File: src/logic/cwd_pkg.sv
/*
 configuration word decoder package: register offsets, field positions,
 encodings and reset values.
 assumes: included before any design file that names cwd_pkg.
*/
package cwd_pkg;
    // ----------------------------------------------------------------
    // register byte offsets
    // ----------------------------------------------------------------
    localparam logic [7:0] OFF_CFG_ONE   = 8'h00;
    localparam logic [7:0] OFF_CFG_TWO   = 8'h04;
    localparam logic [7:0] OFF_CFG_FOUR  = 8'h08;
    localparam logic [7:0] OFF_STATUS    = 8'h0c;
    localparam logic [7:0] OFF_PIN_LOCK  = 8'h10;
    localparam logic [7:0] OFF_PROG_CTRL = 8'h14;
    localparam logic [7:0] OFF_DECODED   = 8'h18;

    // ----------------------------------------------------------------
    // field positions
    // ----------------------------------------------------------------
    localparam int W1_WDT_MODE_LO = 6;
    localparam int W1_WDT_PRESC   = 4;
    localparam int W1_EMU_LO      = 8;
    localparam int W1_WRITE_PROT  = 12;
    localparam int W1_CODE_PROT   = 13;
    localparam int W1_DEBUG_EN    = 14;
    localparam int W2_OSC_LO      = 8;
    localparam int W2_TWO_SPEED   = 15;
    localparam int W3_PAGE_LO     = 0;
    localparam int W3_END_SEL     = 7;
    localparam int W3_CFG_PAGE    = 8;
    localparam int W4_I2C_LOC     = 14;
    localparam int W4_ONE_WAY     = 15;
    localparam int PL_LOCK        = 0;
    localparam int PL_UNLOCK_BIT  = 1;

    // ----------------------------------------------------------------
    // encodings and constants
    // ----------------------------------------------------------------
    localparam logic [1:0] WDT_HW_ON   = 2'h3;
    localparam logic [1:0] WDT_SOFT    = 2'h2;
    localparam logic [1:0] WDT_ACTIVE  = 2'h1;
    localparam logic [1:0] WDT_OFF     = 2'h0;
    localparam logic [1:0] EMU_RSVD    = 2'h0;
    localparam logic [7:0] PRESC_128   = 8'h80;
    localparam logic [7:0] PRESC_32    = 8'h20;
    localparam logic [6:0] CFG_PAGE_ID = 7'h7f;
    localparam logic [15:0] UNLOCK_KEY_A = 16'h0046;
    localparam logic [15:0] UNLOCK_KEY_B = 16'h0057;
    localparam logic [23:0] WORD_ERASED  = 24'hffffff;
    localparam logic [1:0] NV_ADDR_ONE  = 2'h0;
    localparam logic [1:0] NV_ADDR_TWO  = 2'h1;
    localparam logic [1:0] NV_ADDR_THREE = 2'h2;
    localparam logic [1:0] NV_ADDR_FOUR = 2'h3;

    typedef enum logic [2:0] {
        OSC_FRC      = 3'b000,
        OSC_FRC_PLL  = 3'b001,
        OSC_PRI      = 3'b010,
        OSC_PRI_PLL  = 3'b011,
        OSC_SEC      = 3'b100,
        OSC_LOW_POWER_RC_OSC     = 3'b101,
        OSC_RSVD     = 3'b110,
        OSC_FRC_DIV  = 3'b111
    } cwd_osc_t;

    typedef enum logic [2:0] {
        LD_IDLE  = 3'b000,
        LD_REQ   = 3'b001,
        LD_WAIT  = 3'b010,
        LD_NEXT  = 3'b011,
        LD_DONE  = 3'b100
    } cwd_load_t;
endpackage

File: src/logic/cwd_nv_if.sv
/*
 interface between the decoder top and its nonvolatile word loader.
 assumes: both ends on hclk.
*/
`timescale 1ns/1ps
interface cwd_nv_if;
    logic        start;
    logic        done;
    logic [23:0] word_one;
    logic [23:0] word_two;
    logic [23:0] word_three;
    logic [23:0] word_four;
    modport loader (input start, output done, word_one, word_two, word_three, word_four);
    modport user   (output start, input done, word_one, word_two, word_three, word_four);
endinterface

File: src/logic/cwd_word_loader.sv
/*
 fetches the four configuration words from nonvolatile storage one by one.
 assumes: storage answers each request with nv_valid some cycles later.
*/
`timescale 1ns/1ps
module cwd_word_loader (
    input  wire logic        hclk,
    input  wire logic        hresetn,
    cwd_nv_if.loader         nv,
    output logic             nv_req,
    output logic [1:0]       nv_addr,
    input  wire logic [23:0] nv_rdata,
    input  wire logic        nv_valid
);
    cwd_pkg::cwd_load_t state_reg;
    logic [23:0] words_reg [4];

    // ----------------------------------------------------------------
    // sequencer
    // ----------------------------------------------------------------
    always_ff @(posedge hclk or negedge hresetn) begin
        if (!hresetn) begin
            state_reg <= cwd_pkg::LD_IDLE;
            nv_addr   <= cwd_pkg::NV_ADDR_ONE;
        end else begin
            unique case (state_reg)
                cwd_pkg::LD_IDLE: begin
                    if (nv.start) begin
                        nv_addr   <= cwd_pkg::NV_ADDR_ONE;
                        state_reg <= cwd_pkg::LD_REQ;
                    end
                end
                cwd_pkg::LD_REQ: state_reg <= cwd_pkg::LD_WAIT;
                cwd_pkg::LD_WAIT: begin
                    if (nv_valid) begin
                        state_reg <= cwd_pkg::LD_NEXT;
                    end
                end
                cwd_pkg::LD_NEXT: begin
                    if (nv_addr == cwd_pkg::NV_ADDR_FOUR) begin
                        state_reg <= cwd_pkg::LD_DONE;
                    end else begin
                        nv_addr   <= nv_addr + 2'h1;
                        state_reg <= cwd_pkg::LD_REQ;
                    end
                end
                cwd_pkg::LD_DONE: state_reg <= cwd_pkg::LD_DONE;
                default: state_reg <= cwd_pkg::LD_IDLE;
            endcase
        end
    end

    // ----------------------------------------------------------------
    // word capture, erased value until read
    // ----------------------------------------------------------------
    always_ff @(posedge hclk or negedge hresetn) begin
        if (!hresetn) begin
            for (int i = 0; i < 4; i++) begin
                words_reg[i] <= cwd_pkg::WORD_ERASED;
            end
        end else if (state_reg == cwd_pkg::LD_WAIT && nv_valid) begin
            words_reg[nv_addr] <= nv_rdata;
        end
    end

    assign nv_req        = (state_reg == cwd_pkg::LD_REQ);
    assign nv.done       = (state_reg == cwd_pkg::LD_DONE);
    assign nv.word_one   = words_reg[0];
    assign nv.word_two   = words_reg[1];
    assign nv.word_three = words_reg[2];
    assign nv.word_four  = words_reg[3];
endmodule

File: src/logic/cwd_decoder.sv
/*
 configuration word decoder: loads words after reset, decodes clock,
 watchdog, protection, pin placement and pin-select lock settings,
 and exposes them over an ahb-lite slave.
 assumes: one nonvolatile word port, single-word ahb-lite transfers.
*/
// Local design decisions: the address map and the AHB-Lite interface to the registers.
`timescale 1ns/1ps
module cwd_decoder (
    input  wire logic        hclk,
    input  wire logic        hresetn,
    input  wire logic        hsel,
    input  wire logic [31:0] haddr,
    input  wire logic [1:0]  htrans,
    input  wire logic        hwrite,
    input  wire logic [2:0]  hsize,
    input  wire logic [31:0] hwdata,
    input  wire logic        hready,
    output logic [31:0]      hrdata,
    output logic             hreadyout,
    output logic             hresp,
    output logic             nv_req,
    output logic [1:0]       nv_addr,
    input  wire logic [23:0] nv_rdata,
    input  wire logic        nv_valid,
    input  wire logic        software_watchdog_enable,
    input  wire logic        cpu_sleeping,
    input  wire logic        low_level_prog_mode,
    output logic             config_valid,
    output logic [2:0]       initial_osc_select,
    output logic             watchdog_enable,
    output logic [7:0]       watchdog_prescale,
    output logic             code_protect_all,
    output logic             prog_write_block,
    output logic             i2c_use_default_pins,
    output logic [1:0]       emulator_pin_pair,
    output logic             emulator_placement_bad,
    output logic             two_speed_startup_enable,
    output logic             config_page_protected,
    output logic             debug_port_enable,
    output logic             pin_select_lock,
    output logic             pin_select_write_ok
);
    cwd_nv_if nv ();

    logic        start_reg;
    logic [23:0] w1;
    logic [23:0] w2;
    logic [23:0] w3;
    logic [23:0] w4;
    logic        ap_valid_reg;
    logic        ap_write_reg;
    logic [7:0]  ap_addr_reg;
    logic        unlock_stage_reg;
    logic        unlocked_reg;
    logic        lock_set_once_reg;
    logic        debug_override_reg;
    logic        debug_value_reg;
    logic        refused_reg;
    logic        wr_pin_lock;
    logic        wr_prog_ctrl;
    logic        lock_req;
    logic [1:0]  wdt_mode;
    logic        one_way;

    // ----------------------------------------------------------------
    // word loading after reset
    // ----------------------------------------------------------------
    always_ff @(posedge hclk or negedge hresetn) begin
        if (!hresetn) begin
            start_reg <= 1'b1;
        end else begin
            start_reg <= 1'b0;
        end
    end

    assign nv.start = start_reg;

    cwd_word_loader u_loader (
        .hclk     (hclk),
        .hresetn  (hresetn),
        .nv       (nv.loader),
        .nv_req   (nv_req),
        .nv_addr  (nv_addr),
        .nv_rdata (nv_rdata),
        .nv_valid (nv_valid)
    );

    // words held until the next reset; upper byte ignored
    assign w1 = nv.word_one;
    assign w2 = nv.word_two;
    assign w3 = nv.word_three;
    assign w4 = nv.word_four;
    assign config_valid = nv.done;

    // ----------------------------------------------------------------
    // field decode
    // ----------------------------------------------------------------
    assign initial_osc_select = w2[cwd_pkg::W2_OSC_LO +: 3];
    assign wdt_mode = w1[cwd_pkg::W1_WDT_MODE_LO +: 2];

    always_comb begin
        unique case (wdt_mode)
            cwd_pkg::WDT_HW_ON:  watchdog_enable = 1'b1;
            cwd_pkg::WDT_SOFT:   watchdog_enable = software_watchdog_enable;
            cwd_pkg::WDT_ACTIVE: watchdog_enable = !cpu_sleeping;
            cwd_pkg::WDT_OFF:    watchdog_enable = 1'b0;
        endcase
    end

    assign watchdog_prescale = w1[cwd_pkg::W1_WDT_PRESC] ? cwd_pkg::PRESC_128 : cwd_pkg::PRESC_32;
    assign code_protect_all  = !w1[cwd_pkg::W1_CODE_PROT];
    assign prog_write_block  = !w1[cwd_pkg::W1_WRITE_PROT];
    assign i2c_use_default_pins = w4[cwd_pkg::W4_I2C_LOC];

    // pair index 1..3 from codes 11..01; reserved code flagged
    assign emulator_pin_pair      = 2'h3 - w1[cwd_pkg::W1_EMU_LO +: 2] + 2'h1;
    assign emulator_placement_bad = (w1[cwd_pkg::W1_EMU_LO +: 2] == cwd_pkg::EMU_RSVD);
    assign two_speed_startup_enable = w2[cwd_pkg::W2_TWO_SPEED];

    assign config_page_protected = w3[cwd_pkg::W3_END_SEL]
        || (w3[cwd_pkg::W3_PAGE_LO +: 7] == cwd_pkg::CFG_PAGE_ID)
        || !w3[cwd_pkg::W3_CFG_PAGE];

    // ----------------------------------------------------------------
    // ahb-lite slave, zero wait states
    // ----------------------------------------------------------------
    always_ff @(posedge hclk or negedge hresetn) begin
        if (!hresetn) begin
            ap_valid_reg <= 1'b0;
            ap_write_reg <= 1'b0;
            ap_addr_reg  <= 8'h00;
        end else if (hready) begin
            ap_valid_reg <= hsel && htrans[1];
            ap_write_reg <= hwrite;
            ap_addr_reg  <= haddr[7:0];
        end
    end

    assign hreadyout = 1'b1;
    assign hresp     = 1'b0;

    assign wr_pin_lock  = ap_valid_reg && ap_write_reg && ap_addr_reg == cwd_pkg::OFF_PIN_LOCK;
    assign wr_prog_ctrl = ap_valid_reg && ap_write_reg && ap_addr_reg == cwd_pkg::OFF_PROG_CTRL;
    assign lock_req     = hwdata[cwd_pkg::PL_LOCK];
    assign one_way      = w4[cwd_pkg::W4_ONE_WAY];

    // ----------------------------------------------------------------
    // pin-select lock with two-write unlock key
    // ----------------------------------------------------------------
    always_ff @(posedge hclk or negedge hresetn) begin
        if (!hresetn) begin
            unlock_stage_reg  <= 1'b0;
            unlocked_reg      <= 1'b0;
            pin_select_lock   <= 1'b0;
            lock_set_once_reg <= 1'b0;
            refused_reg       <= 1'b0;
        end else if (wr_pin_lock) begin
            unlock_stage_reg <= (hwdata[31:16] == cwd_pkg::UNLOCK_KEY_A);
            unlocked_reg     <= unlock_stage_reg && (hwdata[31:16] == cwd_pkg::UNLOCK_KEY_B);
            if (hwdata[31:16] == 16'h0000) begin
                if (!unlocked_reg) begin
                    refused_reg <= 1'b1;
                end else if (one_way) begin
                    if (lock_req && !lock_set_once_reg) begin
                        pin_select_lock   <= 1'b1;
                        lock_set_once_reg <= 1'b1;
                    end else if (lock_req != pin_select_lock) begin
                        refused_reg <= 1'b1;
                    end
                end else begin
                    pin_select_lock <= lock_req;
                end
                unlocked_reg <= 1'b0;
            end
        end
    end

    assign pin_select_write_ok = !pin_select_lock;

    // ----------------------------------------------------------------
    // debug port enable, changeable only in low-level mode
    // ----------------------------------------------------------------
    always_ff @(posedge hclk or negedge hresetn) begin
        if (!hresetn) begin
            debug_override_reg <= 1'b0;
            debug_value_reg    <= 1'b0;
        end else if (wr_prog_ctrl && low_level_prog_mode) begin
            debug_override_reg <= 1'b1;
            debug_value_reg    <= hwdata[0];
        end
    end

    assign debug_port_enable = debug_override_reg ? debug_value_reg : w1[cwd_pkg::W1_DEBUG_EN];

    // ----------------------------------------------------------------
    // read data
    // ----------------------------------------------------------------
    always_comb begin
        hrdata = 32'h0000_0000;
        if (ap_valid_reg && !ap_write_reg) begin
            unique case (ap_addr_reg)
                cwd_pkg::OFF_CFG_ONE:   hrdata = {8'h00, w1};
                cwd_pkg::OFF_CFG_TWO:   hrdata = {8'h00, w2};
                cwd_pkg::OFF_CFG_FOUR:  hrdata = {8'h00, w4};
                cwd_pkg::OFF_STATUS:    hrdata = {29'h0, refused_reg, emulator_placement_bad, config_valid};
                cwd_pkg::OFF_PIN_LOCK:  hrdata = {30'h0, unlocked_reg, pin_select_lock};
                cwd_pkg::OFF_PROG_CTRL: hrdata = {31'h0, debug_port_enable};
                cwd_pkg::OFF_DECODED:   hrdata = {16'h0, watchdog_prescale, 1'b0, initial_osc_select,
                                                  watchdog_enable, config_page_protected,
                                                  prog_write_block, code_protect_all};
                default:                hrdata = 32'h0000_0000;
            endcase
        end
    end
endmodule

File: config.mk
export PLATFORM = sky130hd
export DESIGN_NAME = cwd_decoder
export DESIGN_NICKNAME = d
export VERILOG_FILES = /design/src/logic/cwd_pkg.sv /design/src/logic/cwd_nv_if.sv /design/src/logic/cwd_word_loader.sv /design/src/logic/cwd_decoder.sv
export SDC_FILE = /design/constraint.sdc
export NUM_CORES = 1
export LEC_CHECK = 0
export ABC_AREA = 1
export BUFFER_PORTS_ARGS = -buffer_cell sky130_fd_sc_hd__buf_2
export CAP_MARGIN = 10
export CORE_MARGIN = 1
export CORE_UTILIZATION = 55
export CTS_CLUSTER_SIZE = 12
export DETAILED_ROUTE_END_ITERATION = 6
export GPL_TIMING_DRIVEN = 0
export PLACE_DENSITY = 0.84
export SYNTH_ARGS = -nofsm -noshare
export SYNTH_HDL_FRONTEND = slang
export SYNTH_SLANG_ARGS = --single-unit
File: constraint.sdc
create_clock -name hclk -period 2.05 [get_ports hclk]
set_input_delay 0.1025 -clock hclk [delete_from_list [all_inputs] [get_ports hclk]]
set_output_delay 0.1025 -clock hclk [all_outputs]
set_load 0.01 [all_outputs]
==> results.toml <==
[run_status]
outcome = "finished with violations"
violations = "negative setup slack"

[drt]
drt_iter0_drc = 570
detail_route.wl_per_cell_um = 16.7
ant_nets = 0
viasPerCell = 5.47
route.detailed.drc = 0
drt-pass1-iter-count = 5
drt-total-wl_um = 16700
vias = 5478

[clocking]
clkTransAtPathRegs_ns = 0.10
cts_tree = "yes"
clock_path_buffers = 2
cts_root_buffer = "clkbuf_8"
cts-buffers-inserted = 9
clock_latency_ns = 0.37
cts.sinks = 104
htreeDepth = 3

[sta]
fin_crit_ns = 2.16
hold_violations = 0
drv_slew = 0
relSlewSlack = 0.560
finalSetupViolations = 19
max_freq_mhz = 462
setup_ws_ns = -0.114
worst_pin_slew_ns = 0.660
rsz0062_at_grt = "yes"
hold-worst-slack_ns = 0.00205
min_period_over_period = 1.06
finClkSkew_ns = 0.0120

[floorplanning]
row_count = 36
die_area_mm2 = 0.0105
die_w_um = 102
core_mm2 = 0.00977
die_height_um = 102
initial_core_util = 0.567
ios = 163

[logic_synthesis]
async_reset_ff_frac = 1.00
synth_compound_area_frac = 0.112
yosys-mux-area-fraction = 0.00203
synthXorXnorAreaFrac = 0
yosysSeqAreaShare = 0.488
synth_warnings = 0
yosys.area_share.simple = 0.268
synth_top_family_by_area = "simple AND/OR/NAND/NOR gates"
syn_avg_cell_area_um2 = 8.05
synth_seq_cells = 104
synth_adder_area_share = 0.0113
synthesis.area_mm2 = 0.00554
synth_cells = 688
synth_cell_types = 33
synth_edf_count = 0
yosys.area.top_type = "dfstp_2"
yosys_most_used_dff = "dfstp_2"
yosys.area.top_type_share = 0.389
synthTopCellsByArea = "dfstp_2, nand2_1, dfrtp_1"

[finish]
syn2layout_area_growth_pct = 32.1
fill_cells = 649
nets = 971
final_design_area_no_fill_mm2 = 0.00732
diodes = 0
layout-drive-gt1-share = 0.415

[placement]
dpl-instance-area_mm2 = 0.00630
hpwl_um = 10100
port_buffers = 102
place_congestion = 0.869
post-place-ws_ns = 0.275

[critical_path]
arrival_ns = 2.06
crit_required_ns = 1.95
crit_fanout = 2
endpoint_kind = "primary output"
startpoint_type = "flip-flop"
worstSetupPathType = "reg2out"

[grt]
grt_pass1_vias = 5038
grt_antenna_before_repair = 0
grt_max_degree = 56
grt_pass1_wl_um = 23200
grt_overflow = 0
grt_usage = 0.293

[power_and_ir_drop]
finalPower_mw = 7.17
leakage_nw = 3.46
power.density_mw_per_mm2 = 980
peakVddDrop_mv = 0.664

[job]
cap_viol_max_count = 0

[hold_path]
min_path_type = "in2reg"
worst paths after layout:
| path | startpoint | endpoint | slack, ns | depth (start not counted) |
|---|---|---|---|---|
| worst min-delay path | nv_rdata[2] | u_loader.nv.word_four[2] | 0.002 | 3 |
| worst max register to register | u_loader.state_reg[2] | u_loader.nv.word_four[20] | 0.37 | 8 |
| worst max-delay path | u_loader.nv.word_one[14] | hrdata[0] | -0.11 | 9 |
| max in group asynchronous | hresetn | u_loader.nv.word_one[12] | 1.01 | 3 |
| min in group asynchronous | hresetn | ap_addr_reg[7] | 0.28 | 2 |
| worst min register to register | lock_set_once_reg | lock_set_once_reg | 0.47 | 2 |
Yosys cell counts, types with 4 or more instances:
master / count
nand2_1: 177
buf_6: 11
nand2_2: 6
o21ai_0: 98
inv_1: 75
a21oi_1: 4
buf_4: 21
clkbuf_1: 9
dfrtp_1: 22
o21ai_1: 16
nand4_1: 5
inv_2: 10
nor3_1: 4
nor2_1: 62
nor2_4: 8
nor2_2: 22
nand3_1: 27
dfstp_2: 82
ha_1: 5
kinds of logic (layout without fill, tap and decap cells):
logic type,after synthesis,in the layout
other cells,2,17
mux,1,1
simple gates,325,325
fa+ha+maj,5,5
flops,104,104
compound gates,122,122
buf+inv,129,295
what timing repair did:
item	CTS	global route
pin swaps	3	37
endpoints found under the setup margin	23	24
hold endpoints to repair	42	0
gates resized for setup	7	74
buffers inserted	5	18
cloned	0	3
hold buffers	21	0
critical path, cell delays in order, from the launching register on:
cell and delay [ns]:
dfstp_2 0.54, inv_1 0.07, o21ai_0 0.40, nand3_1 0.16, nand2_1 0.09, inv_1 0.04, nand2_1 0.08, nor2_2 0.05
nor2_1 0.11, buf_2 0.15
per-layer routing:
layer	share of wire	vias to the layer above	GRT usage
met4	0.037	0	0.126
li1	-	2468	-
met3	0.089	58	0.0534
met5	0	-	0
met1	0.38	2600	0.358
met2	0.49	352	0.510
final cells by class:
class | count | area (µm²) | area share
well taps | 133 | 166 | 0.0227
repair buffers | 150 | 1050 | 0.144
flip-flops and latches | 104 | 2710 | 0.370
multi-input cells | 470 | 2460 | 0.336
inverters | 85 | 329 | 0.0449
plain buffers | 44 | 359 | 0.0491
clock buffers | 10 | 138 | 0.0188
clock inverters | 6 | 106 | 0.0145
cells in the final DEF, fill, tap and decap left out, types with 15 or more instances in the layout:
cell type,synthesis,layout
nand2_1,177,165
buf_2,3,101
o21ai_0,98,92
dfstp_2,82,82
inv_1,75,74
nor2_1,62,49
buf_4,21,40
nor2_2,22,31
dfrtp_1,22,21
dlygate4sd3_1,0,21
nand3_1,27,19
conb_1,2,17
o21ai_1,16,15
per-stage QoR:
| stage | std cells | utilization | TNS [ns] |
|---|---|---|---|
| 2_1_floorplan | 703 | - | 0 |
| 3_3_place_gp | 938 | 0.642 | -2.11 |
| 3_5_place_dp | 939 | 0.645 | 0 |
| 4_1_cts | 981 | 0.698 | -0.133 |
| 5_1_grt | 1002 | 0.749 | -2.39 |
| 6_report | 1002 | 0.749 | -0.684 |
report_power, final:
part	switching [mW]	internal, mW	leakage, nW
combinational	1.23	0.799	2.23
sequential	0.463	3.12	1.11
clock	0.719	0.839	0.122
total	2.41	4.76	3.46
Note: power is estimated with default switching activity, not from simulation.
